### config.mk
export PLATFORM = sky130hd
export DESIGN_NAME = link_adaptor_host_status_irq
export DESIGN_NICKNAME = d
export VERILOG_FILES = /design/src/link_adaptor_pkg.sv /design/src/link_adaptor_host_status_irq.sv
export VERILOG_INCLUDE_DIRS = /design/src
export SDC_FILE = /design/constraint.sdc
export NUM_CORES = 1
export LEC_CHECK = 0
export BUFFER_PORTS_ARGS = -buffer_cell sky130_fd_sc_hd__buf_2
export CAP_MARGIN = 20
export CORE_ASPECT_RATIO = 1.25
export CORE_MARGIN = 4
export CORE_UTILIZATION = 65
export CTS_BUF_LIST = sky130_fd_sc_hd__clkbuf_4
export DETAILED_ROUTE_END_ITERATION = 8
export PLACE_DENSITY_LB_ADDON = 0.1
export SLEW_MARGIN = 20
export SYNTH_ARGS = -nofsm -noshare
export SYNTH_HDL_FRONTEND = slang
export SYNTH_HIERARCHICAL = 1
export SYNTH_SLANG_ARGS = --single-unit
### constraint.sdc
create_clock -name i_clk_sys -period 4.8 [get_ports i_clk_sys]
set_input_delay 0.96 -clock i_clk_sys [delete_from_list [all_inputs] [get_ports i_clk_sys]]
set_output_delay 0.96 -clock i_clk_sys [all_outputs]
set_load 0.02 [all_outputs]
### src/link_adaptor_map.svh
`ifndef LINK_ADAPTOR_MAP_SVH
`define LINK_ADAPTOR_MAP_SVH

// register select codes on the two select lines
`define LA_SEL_DATA 2'h0
`define LA_SEL_TXDATA 2'h1
`define LA_SEL_RXSTAT 2'h2
`define LA_SEL_TXSTAT 2'h3

// status register field positions
`define LA_FLAG_BIT 0
`define LA_IE_BIT 1

// reset values
`define LA_RX_FULL_RST 1'b0
`define LA_TX_EMPTY_RST 1'b1
`define LA_IE_RST 1'b0
`define LA_BYTE_RST 8'h00

// receive buffer shape
`define LA_FIFO_WIDTH 8
`define LA_FIFO_DEPTH 32

`endif

### src/link_adaptor_pkg.sv
package link_adaptor_pkg;

   // host access kinds decoded at chip select fall
   typedef enum logic [2:0] {
      acc_invalid = 3'h0,
      acc_rd_data = 3'h1,
      acc_wr_data = 3'h2,
      acc_rd_rxstat = 3'h3,
      acc_wr_rxstat = 3'h4,
      acc_rd_txstat = 3'h5,
      acc_wr_txstat = 3'h6
   } access_e;

   // host cycle state
   typedef enum logic {
      st_idle = 1'b0,
      st_sel = 1'b1
   } bus_state_e;

endpackage

### src/link_adaptor_host_status_irq.sv
`timescale 1ns/100ps
`include "link_adaptor_map.svh"

// receive byte buffer between the link and the input data register
module link_adaptor_fifo #(
   parameter int WIDTH = `LA_FIFO_WIDTH,
   parameter int DEPTH = `LA_FIFO_DEPTH
) (
   input wire logic i_clk_sys,
   input wire logic i_rst,
   input wire logic i_in_valid,
   output logic o_in_ready,
   input wire logic [WIDTH-1:0] i_in_data,
   output logic o_out_valid,
   input wire logic i_out_ready,
   output logic [WIDTH-1:0] o_out_data
);
   localparam int AW = $clog2(DEPTH);
   logic [WIDTH-1:0] mem [DEPTH];
   logic [AW-1:0] wr_ptr;
   logic [AW-1:0] rd_ptr;
   logic [AW:0] count;
   logic [AW:0] next_count;
   wire push = i_in_valid & o_in_ready;
   wire pop = o_out_valid & i_out_ready;

   // occupancy after this edge
   assign next_count = count + {{AW{1'b0}}, push} - {{AW{1'b0}}, pop};
   assign o_out_data = mem[rd_ptr];

   // pointers and honest full and empty flags
   // both flags come from the next count, so they stay
   // registered outputs and still are never a cycle late
   always_ff @(posedge i_clk_sys or posedge i_rst) begin
      if (i_rst) begin
         wr_ptr <= '0;
         rd_ptr <= '0;
         count <= '0;
         o_in_ready <= 1'b1;
         o_out_valid <= 1'b0;
      end else begin
         if (push) begin
            wr_ptr <= wr_ptr + 1'b1;
         end
         if (pop) begin
            rd_ptr <= rd_ptr + 1'b1;
         end
         count <= next_count;
         o_in_ready <= next_count != (AW+1)'(DEPTH);
         o_out_valid <= next_count != '0;
      end
   end

   // storage, no reset needed
   // an entry is only read after its push, so its
   // power-up contents show at the output only while o_out_valid is low
   always_ff @(posedge i_clk_sys) begin
      if (push) begin
         mem[wr_ptr] <= i_in_data;
      end
   end

endmodule // link_adaptor_fifo

// How it works
// - arriving data packet sets receive full flag
// - receive flag cleared only by data read, reset
// - enable bits store writes and read back
// - rx interrupt equals enable and receive flag
// - tx interrupt equals enable and empty flag
// - enable clear drops interrupt, set restores it
// - data read clears flag, sends acknowledge
// - data read or reset drops rx interrupt
// - written byte goes out, empty flag cleared
// - output data read changes nothing
// - empty flag high when empty, set on reset
// - empty flag returns high on incoming acknowledge
// - data write or reset drops tx interrupt
// - select and direction latched at select fall
// - input register holds data, ignores writes
module link_adaptor_host_status_irq (
   input wire logic i_clk_sys,
   input wire logic i_rst,
   input wire logic i_chip_select_n,
   input wire logic i_read_not_write,
   input wire logic [1:0] i_register_select,
   input wire logic [7:0] i_host_data_bus,
   output logic [7:0] o_host_data_bus,
   output logic o_host_data_bus_oe,
   output logic o_rx_irq_out,
   output logic o_tx_irq_out,
   input wire logic i_link_rx_valid,
   input wire logic [7:0] i_link_rx_data,
   output logic o_link_rx_ready,
   input wire logic i_link_rx_ack,
   output logic o_link_tx_valid,
   output logic [7:0] o_link_tx_data,
   input wire logic i_link_tx_ready,
   output logic o_link_ack_valid,
   input wire logic i_link_ack_ready
);
   logic [11:0] pin_meta;
   logic [11:0] pin_sync;
   logic cs_n_prev;
   link_adaptor_pkg::bus_state_e state;
   link_adaptor_pkg::access_e acc;
   logic rx_full;
   logic rx_ie;
   logic tx_empty;
   logic tx_ie;
   logic [7:0] rx_data;
   logic fifo_valid;
   logic [7:0] fifo_data;
   logic next_rx_full;
   logic next_tx_empty;
   logic next_rx_ie;
   logic next_tx_ie;

   // host bus timing in clock edges, pin change at edge 0:
   // edge 1 first stage, edge 2 second stage, edge 3 action.
   // a select low or high must therefore be sampled by at least
   // one clock edge, or the edge is never seen.
   // reads act at select fall, so the read side effects
   // (flag clear, interrupt drop, acknowledge) are early.
   // writes take the data byte at select rise, when the
   // host guarantees that it is stable.
   // the bus enable is dropped at edge 3 of the rise, with the write.

   // status byte image: flag at bit 0, enable at bit 1
   function automatic logic [7:0] status_byte(input logic ie, input logic flag);
      status_byte = 8'h00;
      status_byte[`LA_IE_BIT] = ie;
      status_byte[`LA_FLAG_BIT] = flag;
   endfunction

   // pin synchronisers, first stage read only by the second
   always_ff @(posedge i_clk_sys or posedge i_rst) begin
      if (i_rst) begin
         pin_meta <= 12'hfff;
         pin_sync <= 12'hfff;
      end else begin
         pin_meta <= {i_chip_select_n, i_read_not_write, i_register_select, i_host_data_bus};
         pin_sync <= pin_meta;
      end
   end

   // synchronised pin fields and select edges
   wire cs_n_s = pin_sync[11];
   wire rnw_s = pin_sync[10];
   wire [1:0] rs_s = pin_sync[9:8];
   wire [7:0] bus_s = pin_sync[7:0];
   wire cs_fall = cs_n_prev & ~cs_n_s;
   wire cs_rise = ~cs_n_prev & cs_n_s & (state == link_adaptor_pkg::st_sel);

   // access decode of select lines and direction
   wire [2:0] sel_code = {rs_s, rnw_s};
   link_adaptor_pkg::access_e next_acc;
   always_comb begin
      unique case (sel_code)
         {`LA_SEL_DATA, 1'b1}: next_acc = link_adaptor_pkg::acc_rd_data;
         {`LA_SEL_TXDATA, 1'b0}: next_acc = link_adaptor_pkg::acc_wr_data;
         {`LA_SEL_RXSTAT, 1'b1}: next_acc = link_adaptor_pkg::acc_rd_rxstat;
         {`LA_SEL_RXSTAT, 1'b0}: next_acc = link_adaptor_pkg::acc_wr_rxstat;
         {`LA_SEL_TXSTAT, 1'b1}: next_acc = link_adaptor_pkg::acc_rd_txstat;
         {`LA_SEL_TXSTAT, 1'b0}: next_acc = link_adaptor_pkg::acc_wr_txstat;
         default: next_acc = link_adaptor_pkg::acc_invalid;
      endcase
   end

   // strobes: reads act at select fall, writes at select rise
   wire rd_data = cs_fall & (next_acc == link_adaptor_pkg::acc_rd_data);
   wire wr_data = cs_rise & (acc == link_adaptor_pkg::acc_wr_data);
   wire wr_rxstat = cs_rise & (acc == link_adaptor_pkg::acc_wr_rxstat);
   wire wr_txstat = cs_rise & (acc == link_adaptor_pkg::acc_wr_txstat);
   wire rx_load = ~rx_full & fifo_valid;

   // flag and enable next values, a set wins over a clear
   assign next_rx_full = rx_load | (rx_full & ~rd_data);
   assign next_tx_empty = i_link_rx_ack | (tx_empty & ~wr_data);
   assign next_rx_ie = wr_rxstat ? bus_s[`LA_IE_BIT] : rx_ie;
   assign next_tx_ie = wr_txstat ? bus_s[`LA_IE_BIT] : tx_ie;

   // status images, upper bits always zero
   wire [7:0] rx_stat = status_byte(rx_ie, rx_full);
   wire [7:0] tx_stat = status_byte(tx_ie, tx_empty);

   // read mux, selected by the access decoded this cycle
   // invalid and output data reads give zero
   logic [7:0] rd_value;
   always_comb begin
      unique case (next_acc)
         link_adaptor_pkg::acc_rd_data: rd_value = rx_data;
         link_adaptor_pkg::acc_rd_rxstat: rd_value = rx_stat;
         link_adaptor_pkg::acc_rd_txstat: rd_value = tx_stat;
         default: rd_value = `LA_BYTE_RST;
      endcase
   end


   // receive buffer; its ready is the link back-pressure
   // a byte leaves the buffer only while the input register
   // is free, so an unread byte is never overwritten
   link_adaptor_fifo #(
      .WIDTH(`LA_FIFO_WIDTH),
      .DEPTH(`LA_FIFO_DEPTH)
   ) u_rx_fifo (
      .i_clk_sys(i_clk_sys),
      .i_rst(i_rst),
      .i_in_valid(i_link_rx_valid),
      .o_in_ready(o_link_rx_ready),
      .i_in_data(i_link_rx_data),
      .o_out_valid(fifo_valid),
      .i_out_ready(~rx_full),
      .o_out_data(fifo_data)
   );


   // host cycle tracking and bus drive
   // the read value is frozen at select fall and held until
   // the rise, so a later flag change cannot tear the byte
   always_ff @(posedge i_clk_sys or posedge i_rst) begin
      if (i_rst) begin
         cs_n_prev <= 1'b1;
         state <= link_adaptor_pkg::st_idle;
         acc <= link_adaptor_pkg::acc_invalid;
         o_host_data_bus <= `LA_BYTE_RST;
         o_host_data_bus_oe <= 1'b0;
      end else begin
         cs_n_prev <= cs_n_s;
         if (cs_fall) begin
            state <= link_adaptor_pkg::st_sel;
            acc <= next_acc;
            o_host_data_bus <= rd_value;
            o_host_data_bus_oe <= rnw_s;
         end else if (cs_rise) begin
            state <= link_adaptor_pkg::st_idle;
            o_host_data_bus_oe <= 1'b0;
         end
      end
   end


   // flags, enables, input data register and interrupts
   // the interrupts use the next values, so an enable write
   // or a flag change shows on the pin at the same edge
   always_ff @(posedge i_clk_sys or posedge i_rst) begin
      if (i_rst) begin
         rx_full <= `LA_RX_FULL_RST;
         tx_empty <= `LA_TX_EMPTY_RST;
         rx_ie <= `LA_IE_RST;
         tx_ie <= `LA_IE_RST;
         rx_data <= `LA_BYTE_RST;
         o_rx_irq_out <= 1'b0;
         o_tx_irq_out <= 1'b0;
      end else begin
         rx_full <= next_rx_full;
         tx_empty <= next_tx_empty;
         rx_ie <= next_rx_ie;
         tx_ie <= next_tx_ie;
         if (rx_load) begin
            rx_data <= fifo_data;
         end
         o_rx_irq_out <= next_rx_ie & next_rx_full;
         o_tx_irq_out <= next_tx_ie & next_tx_empty;
      end
   end


   // outgoing data packet and acknowledge requests
   // each request stands until the link takes it; a second
   // write before the link takes it overwrites the pending byte
   always_ff @(posedge i_clk_sys or posedge i_rst) begin
      if (i_rst) begin
         o_link_tx_valid <= 1'b0;
         o_link_tx_data <= `LA_BYTE_RST;
         o_link_ack_valid <= 1'b0;
      end else begin
         if (wr_data) begin
            o_link_tx_valid <= 1'b1;
            o_link_tx_data <= bus_s;
         end else if (i_link_tx_ready) begin
            o_link_tx_valid <= 1'b0;
         end
         if (rd_data) begin
            o_link_ack_valid <= 1'b1;
         end else if (i_link_ack_ready) begin
            o_link_ack_valid <= 1'b0;
         end
      end
   end

endmodule // link_adaptor_host_status_irq

* Yosys cells after proc, flatten, opt, wreduce, memory -nomap -nowiden
Memory sizes are Yosys's and may differ from the RTL's. A register that Yosys moved wholly into a read port is not among the register bits.
Cells that the tools add are included.
** Cells by class
- $add $sub $neg :: 4
- Equality and inequality tests :: 13
- Muxes and demuxes :: 13
- Bitwise operators :: 20
- Reduce and logical (&&, ||, !) cells :: 4
** Operator list (count)
- 8-bit case mux with 3 select lines :: 1
- 3-bit == test, second input constant :: 7
- 3-bit case mux with 6 select lines :: 1
- 1-bit AND :: 13
- 1-bit two-way mux :: 11
- 5-bit by 1-bit adder with 5-bit output, second input constant :: 2
- 3-bit by 2-bit == test with 1-bit output, second input constant :: 3
- 6-bit by 1-bit adder with 6-bit output :: 1
- 3-bit by 1-bit == test with 1-bit output, second input constant :: 2
- 6-bit inequality test, second input constant :: 1
- 2-bit nonzero test :: 3
- 6-bit nonzero test :: 1
- 6-bit by 1-bit subtractor with 6-bit output :: 1
- 1-bit NOT :: 5
- 1-bit OR :: 2
** Storage, ports and cells
- Flip-flop bits (word level) :: 72
- RAM bits :: 256
- Input port bits :: 26
- Word-level logic and storage cells :: 76
- Memories :: 1
** Memories
- u_rx_fifo.mem :: words 32, width 8, read ports 1, clocked after Yosys merged registers in 1, wr ports 1, RTL line link_adaptor_host_status_irq.sv:19 : logic [WIDTH-1:0] mem [DEPTH];

* Depth between registers and ports, before layout
- Word-level depth :: 8
- Mapped depth :: 13

* By module
Netlist, hierarchy kept.
** By module, submodules not included
- link_adaptor_fifo :: times used 1, cells an instance 557, area an instance 10877.9 µm², seq. area each 8139.1 µm²
- link_adaptor_host_status_irq :: times used 1, cells an instance 144, area an instance 2222.1 µm², seq. area each 1584.0 µm²

* Worst setup path before layout
No wires, ideal clock.
- Path kind :: input to register
- From :: input port i_link_rx_valid
- To :: register u_rx_fifo.o_out_valid
- Library setup time :: 0.138 ns
- Arrival time :: 3.221 ns
- Data required time :: 4.662 ns
- Setup slack :: 1.441 ns
- Cell stages on the path :: 11
- Cell sequence :: and2_1 -> clkbuf_1 -> inv_1 -> ha_1 -> inv_1 -> ha_1 -> inv_1 -> fa_1 -> inv_1 -> or3_1 -> or4b_1
** On the way
- Longest elaborated chain between the ends :: 4
** RTL lines
- start: declaration :: RTL line link_adaptor_host_status_irq.sv:92 : input wire logic i_link_rx_valid,
- 1-bit AND :: RTL line link_adaptor_host_status_irq.sv:24 : wire push = i_in_valid & o_in_ready;
- 6-bit by 1-bit adder with 6-bit output :: RTL line link_adaptor_host_status_irq.sv:28 : assign next_count = count + {{AW{1'b0}}, push} - {{AW{1'b0}}, pop};
- 6-bit by 1-bit subtractor with 6-bit output :: RTL line link_adaptor_host_status_irq.sv:28
- net u_rx_fifo.next_count[1] :: RTL line link_adaptor_host_status_irq.sv:23 : logic [AW:0] next_count;
- 6-bit nonzero test :: RTL line link_adaptor_host_status_irq.sv:50 : o_out_valid <= next_count != '0;
- end signal: assignment :: RTL line link_adaptor_host_status_irq.sv:40 : o_out_valid <= 1'b0;
- end signal: assignment :: RTL line link_adaptor_host_status_irq.sv:50
- end: declaration :: RTL line link_adaptor_host_status_irq.sv:14 : output logic o_out_valid,
The timed path passes the listed nets, and every way through them passes these cells.
A chain may end at the register's enable or synchronous reset.

* Worst setup path after layout
- From :: register u_rx_fifo.o_in_ready
- To :: register u_rx_fifo.o_out_valid
** On the way
- Longest elaborated chain between the ends :: 4
** RTL lines
- start: declaration :: RTL line link_adaptor_host_status_irq.sv:12 : output logic o_in_ready,
- start signal: assignment :: RTL line link_adaptor_host_status_irq.sv:49 : o_in_ready <= next_count != (AW+1)'(DEPTH);
- 1-bit AND :: RTL line link_adaptor_host_status_irq.sv:24
- 6-bit by 1-bit adder with 6-bit output :: RTL line link_adaptor_host_status_irq.sv:28
- 6-bit by 1-bit subtractor with 6-bit output :: RTL line link_adaptor_host_status_irq.sv:28
- net u_rx_fifo.next_count[1] :: RTL line link_adaptor_host_status_irq.sv:23
- 6-bit nonzero test :: RTL line link_adaptor_host_status_irq.sv:50
The timed path passes the listed nets, and every way through them passes these cells.

==> reports/metrics.cfg <==
[cells_and_area]
area_growth_pct = 10.86
num-nets-final = 837
fin_area_mm2 = 0.01452
layout-drive-gt1-share_pct = 32.60

[yosys]
syn_area_mm2 = 0.01310
synth_top_area_cell = edfxtp_1
synthDistinctLibCells = 52
synth-seq-cells = 336
synth_common_cells = edfxtp_1 (256), dfrtp_1 (53), mux4_2 (44)
synth_ff_type = edfxtp_1
syn_avg_cell_area_um2 = 18.69
ys_top_cells_by_area = edfxtp_1 (59%), dfrtp_1 (10%), mux4_2 (7.6%)
yosys_warnings = 6
synth-edff-count = 256
synth_top_cell_area_share_pct = 58.68
synth_nets = 739
synth_seq_area_share_pct = 74.22
synthCells = 701
async_reset_ff_share_pct = 23.81
yosysMostFrequentCell = edfxtp_1

[job]
cap_violations = 0

[worst_setup_path]
crit_chain = and2_1 -> inv_1 -> ha_1 -> inv_1 -> ha_1 -> inv_1 -> fa_1 -> inv_1 -> or3_1 -> or4b_1
critPathCaptureType = flip-flop
r2r_cells = 10
cp-start-kind = flip-flop
crit_top_cell = inv_1
critPathRequiredTime_ns = 5.32
slowest_delay_ns = 0.54
crit_slowest_cell = dfstp_2
path_delay_family = simple AND/OR/NAND/NOR gates
crit_buf_inv = 4
critical_path_class = flip-flop to flip-flop
crit_cells = 10
arrival_ns = 3.56
cp_max_fo = 9

[sta]
min_period_ns = 3.032
fin_skew_ns = 0.06049
setup_viol = 0
fmax_mhz = 329.8
tns_ns = 0
tightest_slew_ns = 0.9145
slew_viol_final = 0
setup_ws_ns = 1.768
rsz0062_at_grt = no
fin_crit_sh_pct = 63.17
hold_violations = 0
relSlewSlack_pct = 38.97

[clocking]
cts_setup_buffers = 0
clk_pin_slew_ns = 0.07
cts_max_level = 3
ctsResizeCount = 0
cts_root_buf = clkbuf_4
clockBufferDepth = 3
numCtsBuffers = 79
postCtsHoldBufs = 0
cts_tree = yes
clock_insertion_delay_worst_skew_ns = 0.68
clock-sinks = 336

[place]
hpwl_um = 15940
gp_congestion = 0.8168
place_area_mm2 = 0.01351
place_ws_ns = 1.254
portBuffers = 47

[global_routing]
grt_pass1_vias = 7264
grt_use_total_pct = 23.35
grt_remaining_overflow = 0
grt_pass1_wl_um = 39700
grt_max_degree = 49
antenna_found_initial = 1

[routing]
vias = 6701
ant_nets = 0
dr.pass1.iters = 5
drt_iter0_drc = 367
wirelength_um = 24950
wl_per_cell_um = 22.18
drcViolationCount = 0
vias_per_cell = 5.956

[power_and_ir_drop]
p_per_area_mw_per_mm2 = 533.7
cellLeakagePower_uw = 0.005302
vdd_drop_max_mv = 0.3113

[floorplan]
start_util_pct = 66.79
core_mm2 = 0.01961
dieWidth_um = 135.0
fp.dieH_um = 166.7
die-area_mm2 = 0.02250
row_count = 57
io_pins = 48

[hold_path]
min_path_type = primary input to async pin

[run_status]
outcome = finished clean

## metal layers
metal / share of wire (%) / routed length (um) / GRT usage (%)
met3: 5.6 / 1394 / 4.888
met5: 0 / 0 / 0
met1: 38 / 9382 / 28.89
met2: 54 / 13550 / 40.28
met4: 2.5 / 620 / 9.733
## sequential cells by signal (all words and copies together), names as in the netlist, 3 cells and up
signal,count
u_rx_fifo/mem,256
o_host_data_bus,8
u_rx_fifo/rd_ptr,5
acc,3
rx_data,8
pin_meta,12
pin_sync,12
u_rx_fifo/wr_ptr,5
o_link_tx_data,8
u_rx_fifo/count,6
## cell type report
cell class,count,area (um2)
antenna,1,2.502
clock buffer,119,893.4
sequential,336,9728
inverter,21,78.83
tap,265,331.6
multi-input combinational,308,3093
clock inverter,22,115.1
fill,1197,5090
timing repair buffer,53,280.3
## metrics by stage
step           hold slack, ns  power [uW]  utilization (%)  std cells
3_5_place_dp           0.3472        5590            68.89        983
2_1_floorplan          0.3452        5107                -        701
3_3_place_gp           0.3457        5515            68.87        983
6_report               0.3471        7750            74.05       1125
5_1_grt                0.3254        8186            74.05       1125
4_1_cts                0.3202        7831            74.03       1124
## where the power goes
group	switching [uW]	internal, uW
logic	914	834
clock network	1040	1190
registers	319	3450
## cells by family after synthesis
group	after synthesis	synth area share, %
and+or+nand+nor	96	3.849
buffers and inverters	57	2.187
AOI/OAI and AO/OA	86	4.823
muxes	101	12.84
adders and majority gates	13	1.280
DFF	336	74.22
xor gates and xnor gates	12	0.8024
## cell usage in the layout, fill, tap and decap left out, types with 9 or more instances in the layout
| cell | n |
|---|---|
| a22oi_1 | 11 |
| edfxtp_1 | 256 |
| buf_2 | 47 |
| a22o_1 | 13 |
| mux2i_1 | 33 |
| clkbuf_4 | 119 |
| a21oi_1 | 20 |
| xnor2_1 | 9 |
| dfrtp_1 | 51 |
| inv_1 | 20 |
| clkinv_1 | 13 |
| mux4_2 | 44 |
| dfstp_2 | 27 |
| nor2_1 | 38 |
| ha_1 | 11 |
| o21ai_0 | 9 |
| nand2_1 | 22 |
## final timing paths
check                                               start                               to  slack, ns
max                        u_rx_fifo/o_in_ready$_DFF_PP1_  u_rx_fifo/o_out_valid$_DFF_PP0_       1.77
min                                                 i_rst           rx_data[7]$_DFFE_PP0P_       0.35
max reg2reg                u_rx_fifo/o_in_ready$_DFF_PP1_  u_rx_fifo/o_out_valid$_DFF_PP0_       1.77
min reg2reg                         pin_meta[8]$_DFF_PP1_            pin_sync[8]$_DFF_PP1_       0.35
max in group asynchronous                           i_rst            pin_sync[6]$_DFF_PP1_       3.57
min in group i_clk_sys              pin_meta[8]$_DFF_PP1_            pin_sync[8]$_DFF_PP1_       0.35
Power figures use the tool's default switching activity.
